--- config.mk ---
export PLATFORM = sky130hd
export DESIGN_NAME = rfm_top
export DESIGN_NICKNAME = d
export VERILOG_FILES = /design/src/rfm_fail_counter.v /design/src/rfm_top.v
export VERILOG_INCLUDE_DIRS = /design/src /design/src/common
export SDC_FILE = /design/constraint.sdc
export NUM_CORES = 1
export LEC_CHECK = 0
export ABC_AREA = 1
export BUFFER_PORTS_ARGS = -buffer_cell sky130_fd_sc_hd__buf_2
export CAP_MARGIN = 30
export CORE_MARGIN = 1
export CORE_UTILIZATION = 30
export CTS_CLUSTER_DIAMETER = 60
export CTS_CLUSTER_SIZE = 30
export DETAILED_ROUTE_END_ITERATION = 10
export SYNTH_ARGS = -nofsm -noshare
export SYNTH_HDL_FRONTEND = slang
export SYNTH_SLANG_ARGS = --single-unit
--- constraint.sdc ---
create_clock -name mclk_i -period 23.5 [get_ports mclk_i]
set_input_delay 4.7 -clock mclk_i [delete_from_list [all_inputs] [get_ports mclk_i]]
set_output_delay 4.7 -clock mclk_i [all_outputs]
set_load 0.005 [all_outputs]
--- src/common/rfm_defines.vh ---
/*
  constants for the range fault monitor: window limits, counter widths,
  settle times and clamp value.
  assumes 14-bit adc codes for all monitored quantities except the main supply, which takes a 16-bit code.
*/
`ifndef RFM_DEFINES_VH
`define RFM_DEFINES_VH

`define RFM_CODE_W 14
`define RFM_CHK_N 8
`define RFM_LIMIT_LSB 16
`define RFM_LIMIT_MSB 19
`define RFM_RB_W 12
`define RFM_CLAMP_VAL 12'h0FFE
// common mode window as percent of regulated reference
`define RFM_VCM_LO_PCT 30
`define RFM_VCM_HI_PCT 80
// divisor that turns a percent product back into a code
`define RFM_PCT_FULL 7'h64
// core rail window in millivolts
`define RFM_CORE_LO_MV 1600
`define RFM_CORE_HI_MV 2200
// main supply window in millivolts (tolerance about two volts)
`define RFM_MAIN_LO_MV 5300
`define RFM_MAIN_HI_MV 20000
// settle times in milliseconds and clock rate
`define RFM_SETTLE_FAST_MS 25
`define RFM_SETTLE_SLOW_MS 55
`define RFM_CLK_KHZ 25000
`define RFM_TMR_W 21
// check index
`define RFM_CHK_TEMP 0
`define RFM_CHK_VCM 1
`define RFM_CHK_BIAS 2
`define RFM_CHK_D5V 3
`define RFM_CHK_A5V 4
`define RFM_CHK_CORE 5
`define RFM_CHK_MAIN 6
`define RFM_CHK_SPARE 7
`define RFM_CNT_W 4

`endif

--- src/rfm_fail_counter.v ---
/*
  one consecutive-failure counter per check.
  assumes sample_vld_i pulses once per new sample of that check.
*/
`include "rfm_defines.vh"
`timescale 1ns/1ps
`default_nettype none

module rfm_fail_counter (
  // clock and reset
  input wire mclk_i,
  input wire sys_rst_i,
  // sample result
  input wire sample_vld_i,
  input wire sample_bad_i,
  input wire [`RFM_CNT_W-1:0] limit_i,
  // fault level
  output reg fault_o
);

  reg [`RFM_CNT_W-1:0] cnt_r;

  // counts runs of bad samples; saturates at the limit so fault stays sticky
  always @(posedge mclk_i) begin
    if (sys_rst_i) begin
      cnt_r <= {`RFM_CNT_W{1'b0}};
      fault_o <= 1'b0;
    end else if (sample_vld_i) begin
      if (!sample_bad_i) begin
        cnt_r <= {`RFM_CNT_W{1'b0}};
      end else if (cnt_r < limit_i) begin
        cnt_r <= cnt_r + 1'b1;
        if (cnt_r + 1'b1 >= limit_i)
          fault_o <= 1'b1;
      end else begin
        fault_o <= 1'b1; // limit zero or already reached
      end
    end
  end

endmodule

`default_nettype wire

--- src/rfm_top.v ---
/*
  range fault monitor: window checks on analog sense codes with
  consecutive-failure counting, power-up filter settle check and
  readback clamping.
  assumes sampled codes arrive with a valid strobe, all synchronous to mclk_i,
  and that the nonvolatile configuration word is stable after reset.
*/
// Behaviour
// temperature circuit voltages outside window fault
// common mode outside 30..80 percent faults
// core bias current out of range faults
// digital 5 V rail out of range faults
// analog 5 V rail out of range faults
// core rail outside 1.6..2.2 V faults
// main supply outside 5.3..20 V faults
// unsettled filters at power-up raise fault
// settle fault sets unsettled flag
// bridge-only unsettled clamps bridge readback only
// temperature unsettled clamps both readbacks; here only an unsettled selected channel clamps, the other only faults
// settle deadline from filter corner selection
// failure limit from config bits 19..16
// per-check counter, clears on good sample
`include "rfm_defines.vh"
`timescale 1ns/1ps
`default_nettype none

module rfm_top #(
  // clock cycles per millisecond; a bench may scale it down to reach deadlines
  parameter CYC_PER_MS = `RFM_CLK_KHZ
) (
  // clock and reset
  input wire mclk_i,
  input wire sys_rst_i,
  // nonvolatile configuration word
  input wire [31:0] nv_cfg_i,
  // filter corner selects: 1 = 100 Hz, 0 = 40 Hz
  input wire brg_fast_i,
  input wire tmp_fast_i,
  // temperature channel select: 0 internal, 1 external
  input wire tmp_sel_ext_i,
  // sample strobe and codes
  input wire sample_vld_i,
  input wire [`RFM_CODE_W-1:0] tmp_int_v_i,
  input wire [`RFM_CODE_W-1:0] tmp_ext_v_i,
  input wire [`RFM_CODE_W-1:0] tmp_lo_i,
  input wire [`RFM_CODE_W-1:0] tmp_hi_i,
  input wire [`RFM_CODE_W-1:0] bridge_common_mode_i,
  input wire [`RFM_CODE_W-1:0] regulated_reference_i,
  input wire [`RFM_CODE_W-1:0] core_bias_current_i,
  input wire [`RFM_CODE_W-1:0] bias_lo_i,
  input wire [`RFM_CODE_W-1:0] bias_hi_i,
  input wire [`RFM_CODE_W-1:0] digital_5v_rail_i,
  input wire [`RFM_CODE_W-1:0] analog_5v_rail_i,
  input wire [`RFM_CODE_W-1:0] rail5_lo_i,
  input wire [`RFM_CODE_W-1:0] rail5_hi_i,
  input wire [`RFM_CODE_W-1:0] core_mv_i,
  input wire [`RFM_CODE_W+1:0] main_mv_i,
  // filter settle status
  input wire brg_settled_i,
  input wire tint_settled_i,
  input wire text_settled_i,
  // raw filter outputs for readback
  input wire [`RFM_RB_W-1:0] brg_data_i,
  input wire [`RFM_RB_W-1:0] tmp_data_i,
  // fault handler side
  output wire fault_o,
  output wire [`RFM_CHK_N-1:0] chk_fault_o,
  output reg filter_unsettled_flag_o,
  // readback values
  output reg [`RFM_RB_W-1:0] brg_rb_o,
  output reg [`RFM_RB_W-1:0] tmp_rb_o
);

  ////////////////////////////////////////////////////////////////////////
  // helpers

  // true when code lies outside [lo, hi]
  function out_win;
    input [`RFM_CODE_W+1:0] v;
    input [`RFM_CODE_W+1:0] lo;
    input [`RFM_CODE_W+1:0] hi;
    begin
      out_win = (v < lo) || (v > hi);
    end
  endfunction

  // percent of a reference, 7-bit percent times 14-bit code over 100
  // no caller asks for more than the whole reference, so the quotient fits the
  // code width and its upper bits are dropped on purpose
  function [`RFM_CODE_W-1:0] pct_of;
    input [`RFM_CODE_W-1:0] ref_v;
    input [6:0] pct;
    reg [`RFM_CODE_W+6:0] prod;
    reg [`RFM_CODE_W+6:0] quot;
    begin
      prod = ref_v * pct;
      quot = prod / `RFM_PCT_FULL;
      pct_of = quot[`RFM_CODE_W-1:0];
    end
  endfunction

  // settle counts in clock cycles; products formed wide, then cut to the timer
  localparam [31:0] FAST_FULL = `RFM_SETTLE_FAST_MS * CYC_PER_MS;
  localparam [31:0] SLOW_FULL = `RFM_SETTLE_SLOW_MS * CYC_PER_MS;
  localparam [`RFM_TMR_W-1:0] FAST_CYC = FAST_FULL[`RFM_TMR_W-1:0];
  localparam [`RFM_TMR_W-1:0] SLOW_CYC = SLOW_FULL[`RFM_TMR_W-1:0];

  ////////////////////////////////////////////////////////////////////////
  // window checks

  wire [`RFM_CNT_W-1:0] limit_w;
  // the spare slot carries the settle fault, so only sampled checks get a bad bit
  wire [`RFM_CHK_SPARE-1:0] bad_w;
  wire [`RFM_CODE_W-1:0] vcm_lo_w;
  wire [`RFM_CODE_W-1:0] vcm_hi_w;

  assign limit_w = nv_cfg_i[`RFM_LIMIT_MSB:`RFM_LIMIT_LSB];
  // integer floor of the percent, so a window edge that is exact stays in range
  assign vcm_lo_w = pct_of(regulated_reference_i, 7'd`RFM_VCM_LO_PCT);
  assign vcm_hi_w = pct_of(regulated_reference_i, 7'd`RFM_VCM_HI_PCT);

  // both temperature circuits watched, either out of window is a failure
  assign bad_w[`RFM_CHK_TEMP] =
    out_win({2'b00, tmp_int_v_i}, {2'b00, tmp_lo_i}, {2'b00, tmp_hi_i}) ||
    out_win({2'b00, tmp_ext_v_i}, {2'b00, tmp_lo_i}, {2'b00, tmp_hi_i});
  assign bad_w[`RFM_CHK_VCM] = out_win({2'b00, bridge_common_mode_i},
    {2'b00, vcm_lo_w}, {2'b00, vcm_hi_w});
  assign bad_w[`RFM_CHK_BIAS] = out_win({2'b00, core_bias_current_i},
    {2'b00, bias_lo_i}, {2'b00, bias_hi_i});
  assign bad_w[`RFM_CHK_D5V] = out_win({2'b00, digital_5v_rail_i},
    {2'b00, rail5_lo_i}, {2'b00, rail5_hi_i});
  assign bad_w[`RFM_CHK_A5V] = out_win({2'b00, analog_5v_rail_i},
    {2'b00, rail5_lo_i}, {2'b00, rail5_hi_i});
  assign bad_w[`RFM_CHK_CORE] = out_win({2'b00, core_mv_i},
    16'd`RFM_CORE_LO_MV, 16'd`RFM_CORE_HI_MV);
  // tolerance lives in the attenuator, so hard limits are exact here
  assign bad_w[`RFM_CHK_MAIN] = out_win(main_mv_i,
    16'd`RFM_MAIN_LO_MV, 16'd`RFM_MAIN_HI_MV);

  // one counter per sampled check; all share the strobe and the one limit, so a
  // check that is in range never holds back the count of another

  // temperature circuits
  rfm_fail_counter u_cnt_temp (
    .mclk_i(mclk_i),
    .sys_rst_i(sys_rst_i),
    .sample_vld_i(sample_vld_i),
    .sample_bad_i(bad_w[`RFM_CHK_TEMP]),
    .limit_i(limit_w),
    .fault_o(chk_fault_o[`RFM_CHK_TEMP])
  );

  // bridge common mode
  rfm_fail_counter u_cnt_vcm (
    .mclk_i(mclk_i),
    .sys_rst_i(sys_rst_i),
    .sample_vld_i(sample_vld_i),
    .sample_bad_i(bad_w[`RFM_CHK_VCM]),
    .limit_i(limit_w),
    .fault_o(chk_fault_o[`RFM_CHK_VCM])
  );

  // core bias current
  rfm_fail_counter u_cnt_bias (
    .mclk_i(mclk_i),
    .sys_rst_i(sys_rst_i),
    .sample_vld_i(sample_vld_i),
    .sample_bad_i(bad_w[`RFM_CHK_BIAS]),
    .limit_i(limit_w),
    .fault_o(chk_fault_o[`RFM_CHK_BIAS])
  );

  // digital 5 V rail
  rfm_fail_counter u_cnt_d5v (
    .mclk_i(mclk_i),
    .sys_rst_i(sys_rst_i),
    .sample_vld_i(sample_vld_i),
    .sample_bad_i(bad_w[`RFM_CHK_D5V]),
    .limit_i(limit_w),
    .fault_o(chk_fault_o[`RFM_CHK_D5V])
  );

  // analog 5 V rail
  rfm_fail_counter u_cnt_a5v (
    .mclk_i(mclk_i),
    .sys_rst_i(sys_rst_i),
    .sample_vld_i(sample_vld_i),
    .sample_bad_i(bad_w[`RFM_CHK_A5V]),
    .limit_i(limit_w),
    .fault_o(chk_fault_o[`RFM_CHK_A5V])
  );

  // core rail
  rfm_fail_counter u_cnt_core (
    .mclk_i(mclk_i),
    .sys_rst_i(sys_rst_i),
    .sample_vld_i(sample_vld_i),
    .sample_bad_i(bad_w[`RFM_CHK_CORE]),
    .limit_i(limit_w),
    .fault_o(chk_fault_o[`RFM_CHK_CORE])
  );

  // main supply
  rfm_fail_counter u_cnt_main (
    .mclk_i(mclk_i),
    .sys_rst_i(sys_rst_i),
    .sample_vld_i(sample_vld_i),
    .sample_bad_i(bad_w[`RFM_CHK_MAIN]),
    .limit_i(limit_w),
    .fault_o(chk_fault_o[`RFM_CHK_MAIN])
  );

  ////////////////////////////////////////////////////////////////////////
  // power-up settle check

  localparam [1:0] ST_WAIT = 2'b00;
  localparam [1:0] ST_DONE = 2'b01;

  reg [1:0] st_r;
  reg [`RFM_TMR_W-1:0] tmr_r;
  reg settle_fault_r;
  reg brg_unset_r;
  reg tmp_unset_r;
  wire [`RFM_TMR_W-1:0] brg_dl_w;
  wire [`RFM_TMR_W-1:0] tmp_dl_w;
  wire tmp_settled_w;
  wire [`RFM_TMR_W-1:0] tmr_nxt;
  wire brg_due_w;
  wire tmp_due_w;

  // bridge settles fast only when both filters are fast
  assign brg_dl_w = (brg_fast_i && tmp_fast_i) ? FAST_CYC : SLOW_CYC;
  assign tmp_dl_w = tmp_fast_i ? FAST_CYC : SLOW_CYC;
  assign tmp_settled_w = tmp_sel_ext_i ? text_settled_i : tint_settled_i;

  // deadlines compared against the next count, so each fires on exactly one edge
  assign tmr_nxt = tmr_r + 1'b1;
  assign brg_due_w = (tmr_nxt == brg_dl_w);
  assign tmp_due_w = (tmr_nxt == tmp_dl_w);

  // checks each filter at its own deadline, once, after reset
  // the timer stops at the slow deadline so it never wraps; a filter that
  // settles late cannot clear the fault, only a reset re-arms the check
  always @(posedge mclk_i) begin
    if (sys_rst_i) begin
      st_r <= ST_WAIT;
      tmr_r <= {`RFM_TMR_W{1'b0}};
      brg_unset_r <= 1'b0;
      tmp_unset_r <= 1'b0;
      settle_fault_r <= 1'b0;
      filter_unsettled_flag_o <= 1'b0;
    end else begin
      case (st_r)
        ST_WAIT: begin
          tmr_r <= tmr_nxt;
          if (brg_due_w && !brg_settled_i) begin
            brg_unset_r <= 1'b1;
            settle_fault_r <= 1'b1;
            filter_unsettled_flag_o <= 1'b1;
          end
          // either channel unsettled is a fault; only the selected one clamps
          if (tmp_due_w && !(tint_settled_i && text_settled_i)) begin
            settle_fault_r <= 1'b1;
            filter_unsettled_flag_o <= 1'b1;
            if (!tmp_settled_w)
              tmp_unset_r <= 1'b1;
          end
          if (tmr_nxt >= SLOW_CYC)
            st_r <= ST_DONE;
        end
        default: begin
          st_r <= ST_DONE;
        end
      endcase
    end
  end

  ////////////////////////////////////////////////////////////////////////
  // readback clamp and fault output

  // clamp values registered so the readback never glitches
  // a clamp holds until reset; a filter settling later is not looked at again
  always @(posedge mclk_i) begin
    if (sys_rst_i) begin
      brg_rb_o <= {`RFM_RB_W{1'b0}};
      tmp_rb_o <= {`RFM_RB_W{1'b0}};
    end else if (tmp_unset_r) begin
      brg_rb_o <= `RFM_CLAMP_VAL;
      tmp_rb_o <= `RFM_CLAMP_VAL;
    end else if (brg_unset_r) begin
      brg_rb_o <= `RFM_CLAMP_VAL;
      tmp_rb_o <= tmp_data_i;
    end else begin
      brg_rb_o <= brg_data_i;
      tmp_rb_o <= tmp_data_i;
    end
  end

  // settle fault rides in the spare slot so one reduction covers every cause
  assign chk_fault_o[`RFM_CHK_SPARE] = settle_fault_r;
  assign fault_o = |chk_fault_o;

endmodule

`default_nettype wire

==> results.txt <==
- Initial antenna violation count: 0
- Number of search-and-repair iterations in the first detailed-routing pass: 5
- The worst setup path is captured at a flip-flop.
- Total global routing track utilization: 0.1401
- The mapped netlist covers 0.01568 mm².
* Peak clock frequency supported by timing: 0.06840 GHz
- Largest net degree at the start of global routing: 60
- Startpoint kind of the worst setup timing path: input pin
- Relative to the synthesized area, the layout overhead comes to 15.60%.
- In this run the standard cell core region covers 0.05151 mm².
- For this run, design rule violations remaining after detail routing come to 0.
- Share of Yosys cell area claimed by the top area cell type: 0.2210
- Max Used Layer: met4
* Proportion of layout cells with a drive suffix above 1: 0.2037
* Most used cell along the critical path: nand2_2
* Clock Sinks: 84
- Number of antenna diodes: 0
* Post-synth top area cell: ha_1
- First-iteration detailed-routing DRC count: 411
- Destination of the worst register-to-register timing path: tmp_unset_r
- Of the total synthesized cell area, the portion taken by AND, OR, NAND and NOR gates is 0.3633.
* HPWL after detailed placement: 32310 µm
- Clock slew at reported path FFs: 0.07 ns
* Synthesized flop and latch total: 84
- Buffers inserted to repair hold after CTS numbered 0.
- Final estimated routing congestion in global placement: 0.8616
* Max Cap Violations: 0
* Total congestion overflow: 0
* Post-Synth XOR/XNOR Area: 0.03056
* CTS Buffer Depth: 2
- Distinct cell type count after synthesis: 57
- Top Ports: 311
- Among all flip-flop cells after synthesis, the most frequent one is dfxtp_1.
- Die ar.: 0.05319 mm²
- The setup check on the worst reg-to-reg path leaves a slack of 20.32 ns.
* Sequential area share after synthesis: 0.1072
* Avg WL per Cell: 11.34 µm
- Proportion of register bits with asynchronous set or reset after synthesis: 0
- Clock period minus final worst setup slack: 14.62 ns
- During synthesis, Yosys emitted a total of 0 warnings.
- In this run the clock root is driven by a clkbuf_16.
- Skew-Pair Late Insertion Delay: 0.35 ns
* Commonest cells in the synthesized netlist: nand2_1, inv_1, ha_1
- Post-Place Cells: 3300
- Worst-case clock skew: 0.009174 ns
* Area fraction in compound gates after synthesis: 0.1424
* Total met2 wirelength after detailed routing: 17830 µm
* Hold wc startpoint: u_cnt_vcm.fault_o
- In this run the tool buffered the top-level ports with 282 buffer cells.
- Of the post-synthesis cell area, the part taken by muxes is 0.
- The count of endpoints failing hold in the final timing report was 0.
* Routed WL: 37590 µm
* Setup Fix Bufs, Post-CTS: 0
- Tcrit/Tclk final: 0.6222
- The via count of the first global-routing pass was 14169.
* Number of failing setup endpoints in the final timing report: 0
- Crit path arrival time: 14.91 ns
- The worst pin sits at a relative slew slack of 0.3998.
* Count of standard-cell rows: 83
- In the final routing, the length of wire on met1 measures 18440 µm.
- Of the total synthesized cell area, the portion taken by full adders, half adders and majority gates is 0.2542.
- Beginning of the worst register-to-register path: tmr_r[0]
- Die Y-Extent: 230.6 µm
- Synthesized instance count: 2361
- For this run, the number of standard cells in the final layout without fillers is 3316.
- For the pin with the worst max-slew slack, the measured transition is 0.8993 ns.
* Horizontal extent of the die: 230.6 µm
* Storage element area: 0.001682 mm²
* Setup repair after global routing missed its margin: false
- CP Data Required Time: 23.79 ns
- CTS tree: done
- Number of nets in the synthesized netlist: 2941
* Slowest cell on the critical path: fa_1
- Critical path's largest stage delay: 0.42 ns
- The average instance in the mapped netlist occupies 6.642 µm².
- Post-cts resize count: 0
- The first global-routing pass estimated 64490 µm of wire.
* Most common cell in the synthesized netlist: nand2_1
* Multi-input gate area in the final layout: 0.01240 mm²
* Via density: 4.578
- The layout has 5676 filler cells.
- Detailed routing placed a total of 1081 µm of wire on met3.
- The number of cells on the worst reg-to-reg path is 21.
* Aggregate negative setup slack: 0 ns
* Dominant combinational cell family by area after synthesis: simple AND/OR/NAND/NOR gates
* Antenna-violating nets left: 0
- Counting instances, the worst hold path has a depth of 2.
- Worst Path Class, Setup: in2reg
* Starting Density: 0.3045
- Count of flip-flops with a built-in enable after synthesis: 0
- Inserted Clock Buffers: 9
* Critical path fanouts, max: 10
* Final core occ: 0.3519
* Status: finished clean
- Hold-critical path endpoint: u_cnt_vcm.fault_o
- The count of pins over their slew limit was 0.
- Ranked by total cell area, the synthesized netlist is headed by ha_1, nand2_1, dfxtp_1.
- CTS built an H-tree with a depth of 3.
* Layout net count: 3211
- For this block, the via count after detailed routing is 15179.
- The tightest min-delay check is of the reg2reg type.
==> state kept, by name, summed over array words and instances, names as in the netlist <==
register,cells
brg_rb_o,12
brg_unset_r,1
settle_fault_r,1
st_r,1
tmp_rb_o,12
tmp_unset_r,1
tmr_r,21
u_cnt_a5v.cnt_r,4
u_cnt_a5v.fault_o,1
u_cnt_bias.cnt_r,4
u_cnt_bias.fault_o,1
u_cnt_core.cnt_r,4
u_cnt_core.fault_o,1
u_cnt_d5v.cnt_r,4
u_cnt_d5v.fault_o,1
u_cnt_main.cnt_r,4
u_cnt_main.fault_o,1
u_cnt_temp.cnt_r,4
u_cnt_temp.fault_o,1
u_cnt_vcm.cnt_r,4
u_cnt_vcm.fault_o,1
==> layout by cell type (no fill, tap or decap), types with 36 or more instances in the layout <==
master and count:
dfxtp_1 84, nand2_1 504, ha_1 277, xor2_1 41, o21ai_1 36, nand3_1 160, nand2_2 82, nand4_1 56
o21ai_0 69, nand2_4 49, inv_1 364, buf_2 282, nor2_1 164, a21oi_1 156
==> cells by family (layout without fill, tap and decap cells) <==
| logic type | count (synthesis) | in the layout |
|---|---|---|
| AO/OA/AOI/OAI | 380 | 380 |
| XOR/XNOR | 53 | 53 |
| adder cells (fa/ha/maj) | 303 | 303 |
| buffers and inverters | 419 | 694 |
| flip-flops | 84 | 84 |
| AND/OR/NAND/NOR | 1122 | 1122 |
==> worst max-delay path by stage <==
stage / start / to / slack (ns)
global route: regulated_reference_i[1] / u_cnt_vcm.cnt_r[0] / 7.54
finish: regulated_reference_i[1] / u_cnt_vcm.cnt_r[3] / 8.88
floorplan: regulated_reference_i[1] / u_cnt_vcm.cnt_r[1] / 10.15
detailed placement: regulated_reference_i[1] / u_cnt_vcm.cnt_r[1] / 8.45
CTS: regulated_reference_i[1] / u_cnt_vcm.cnt_r[3] / 8.78
global placement: regulated_reference_i[1] / u_cnt_vcm.cnt_r[1] / 8.49
==> metal layers <==
layer  GRT usage  up-vias
li1            -     8386
met3    0.009264       19
met1      0.1865     6565
met2      0.2520      209
met5           0        -
met4     0.01759        0
==> area by class of cell <==
type / instances / share of cell area
Clock buffer: 9 / 0.01242
Sequential cell: 84 / 0.09276
Multi-Input combinational cell: 1858 / 0.6838
Timing Repair Buffer: 284 / 0.07868
Clock inverter: 7 / 0.003796
Tap cell: 680 / 0.04693
Inverter: 394 / 0.08165
==> metrics by stage <==
stage               hold slack (ns)  instance area (µm²)  worst slack (ns)
finish                       0.4642                18130             8.879
global route                 0.5115                18130             7.543
CTS                          0.4648                18130             8.780
detailed placement           0.4531                17830             8.452
global placement             0.4529                17830             8.492
floorplan                    0.4414                15680             10.15
==> critical path, delay by kind of cell <==
kind	cells	cell delay (ns)
AND/OR/NAND/NOR	72	7.26
buffers and inverters	4	0.42
adder cells (fa/ha/maj)	6	1.59
AO/OA/AOI/OAI	6	0.88
Power is left out: the tool's default activity adds up to more than one toggle a clock period on the data nets, which glitch-free logic cannot reach.
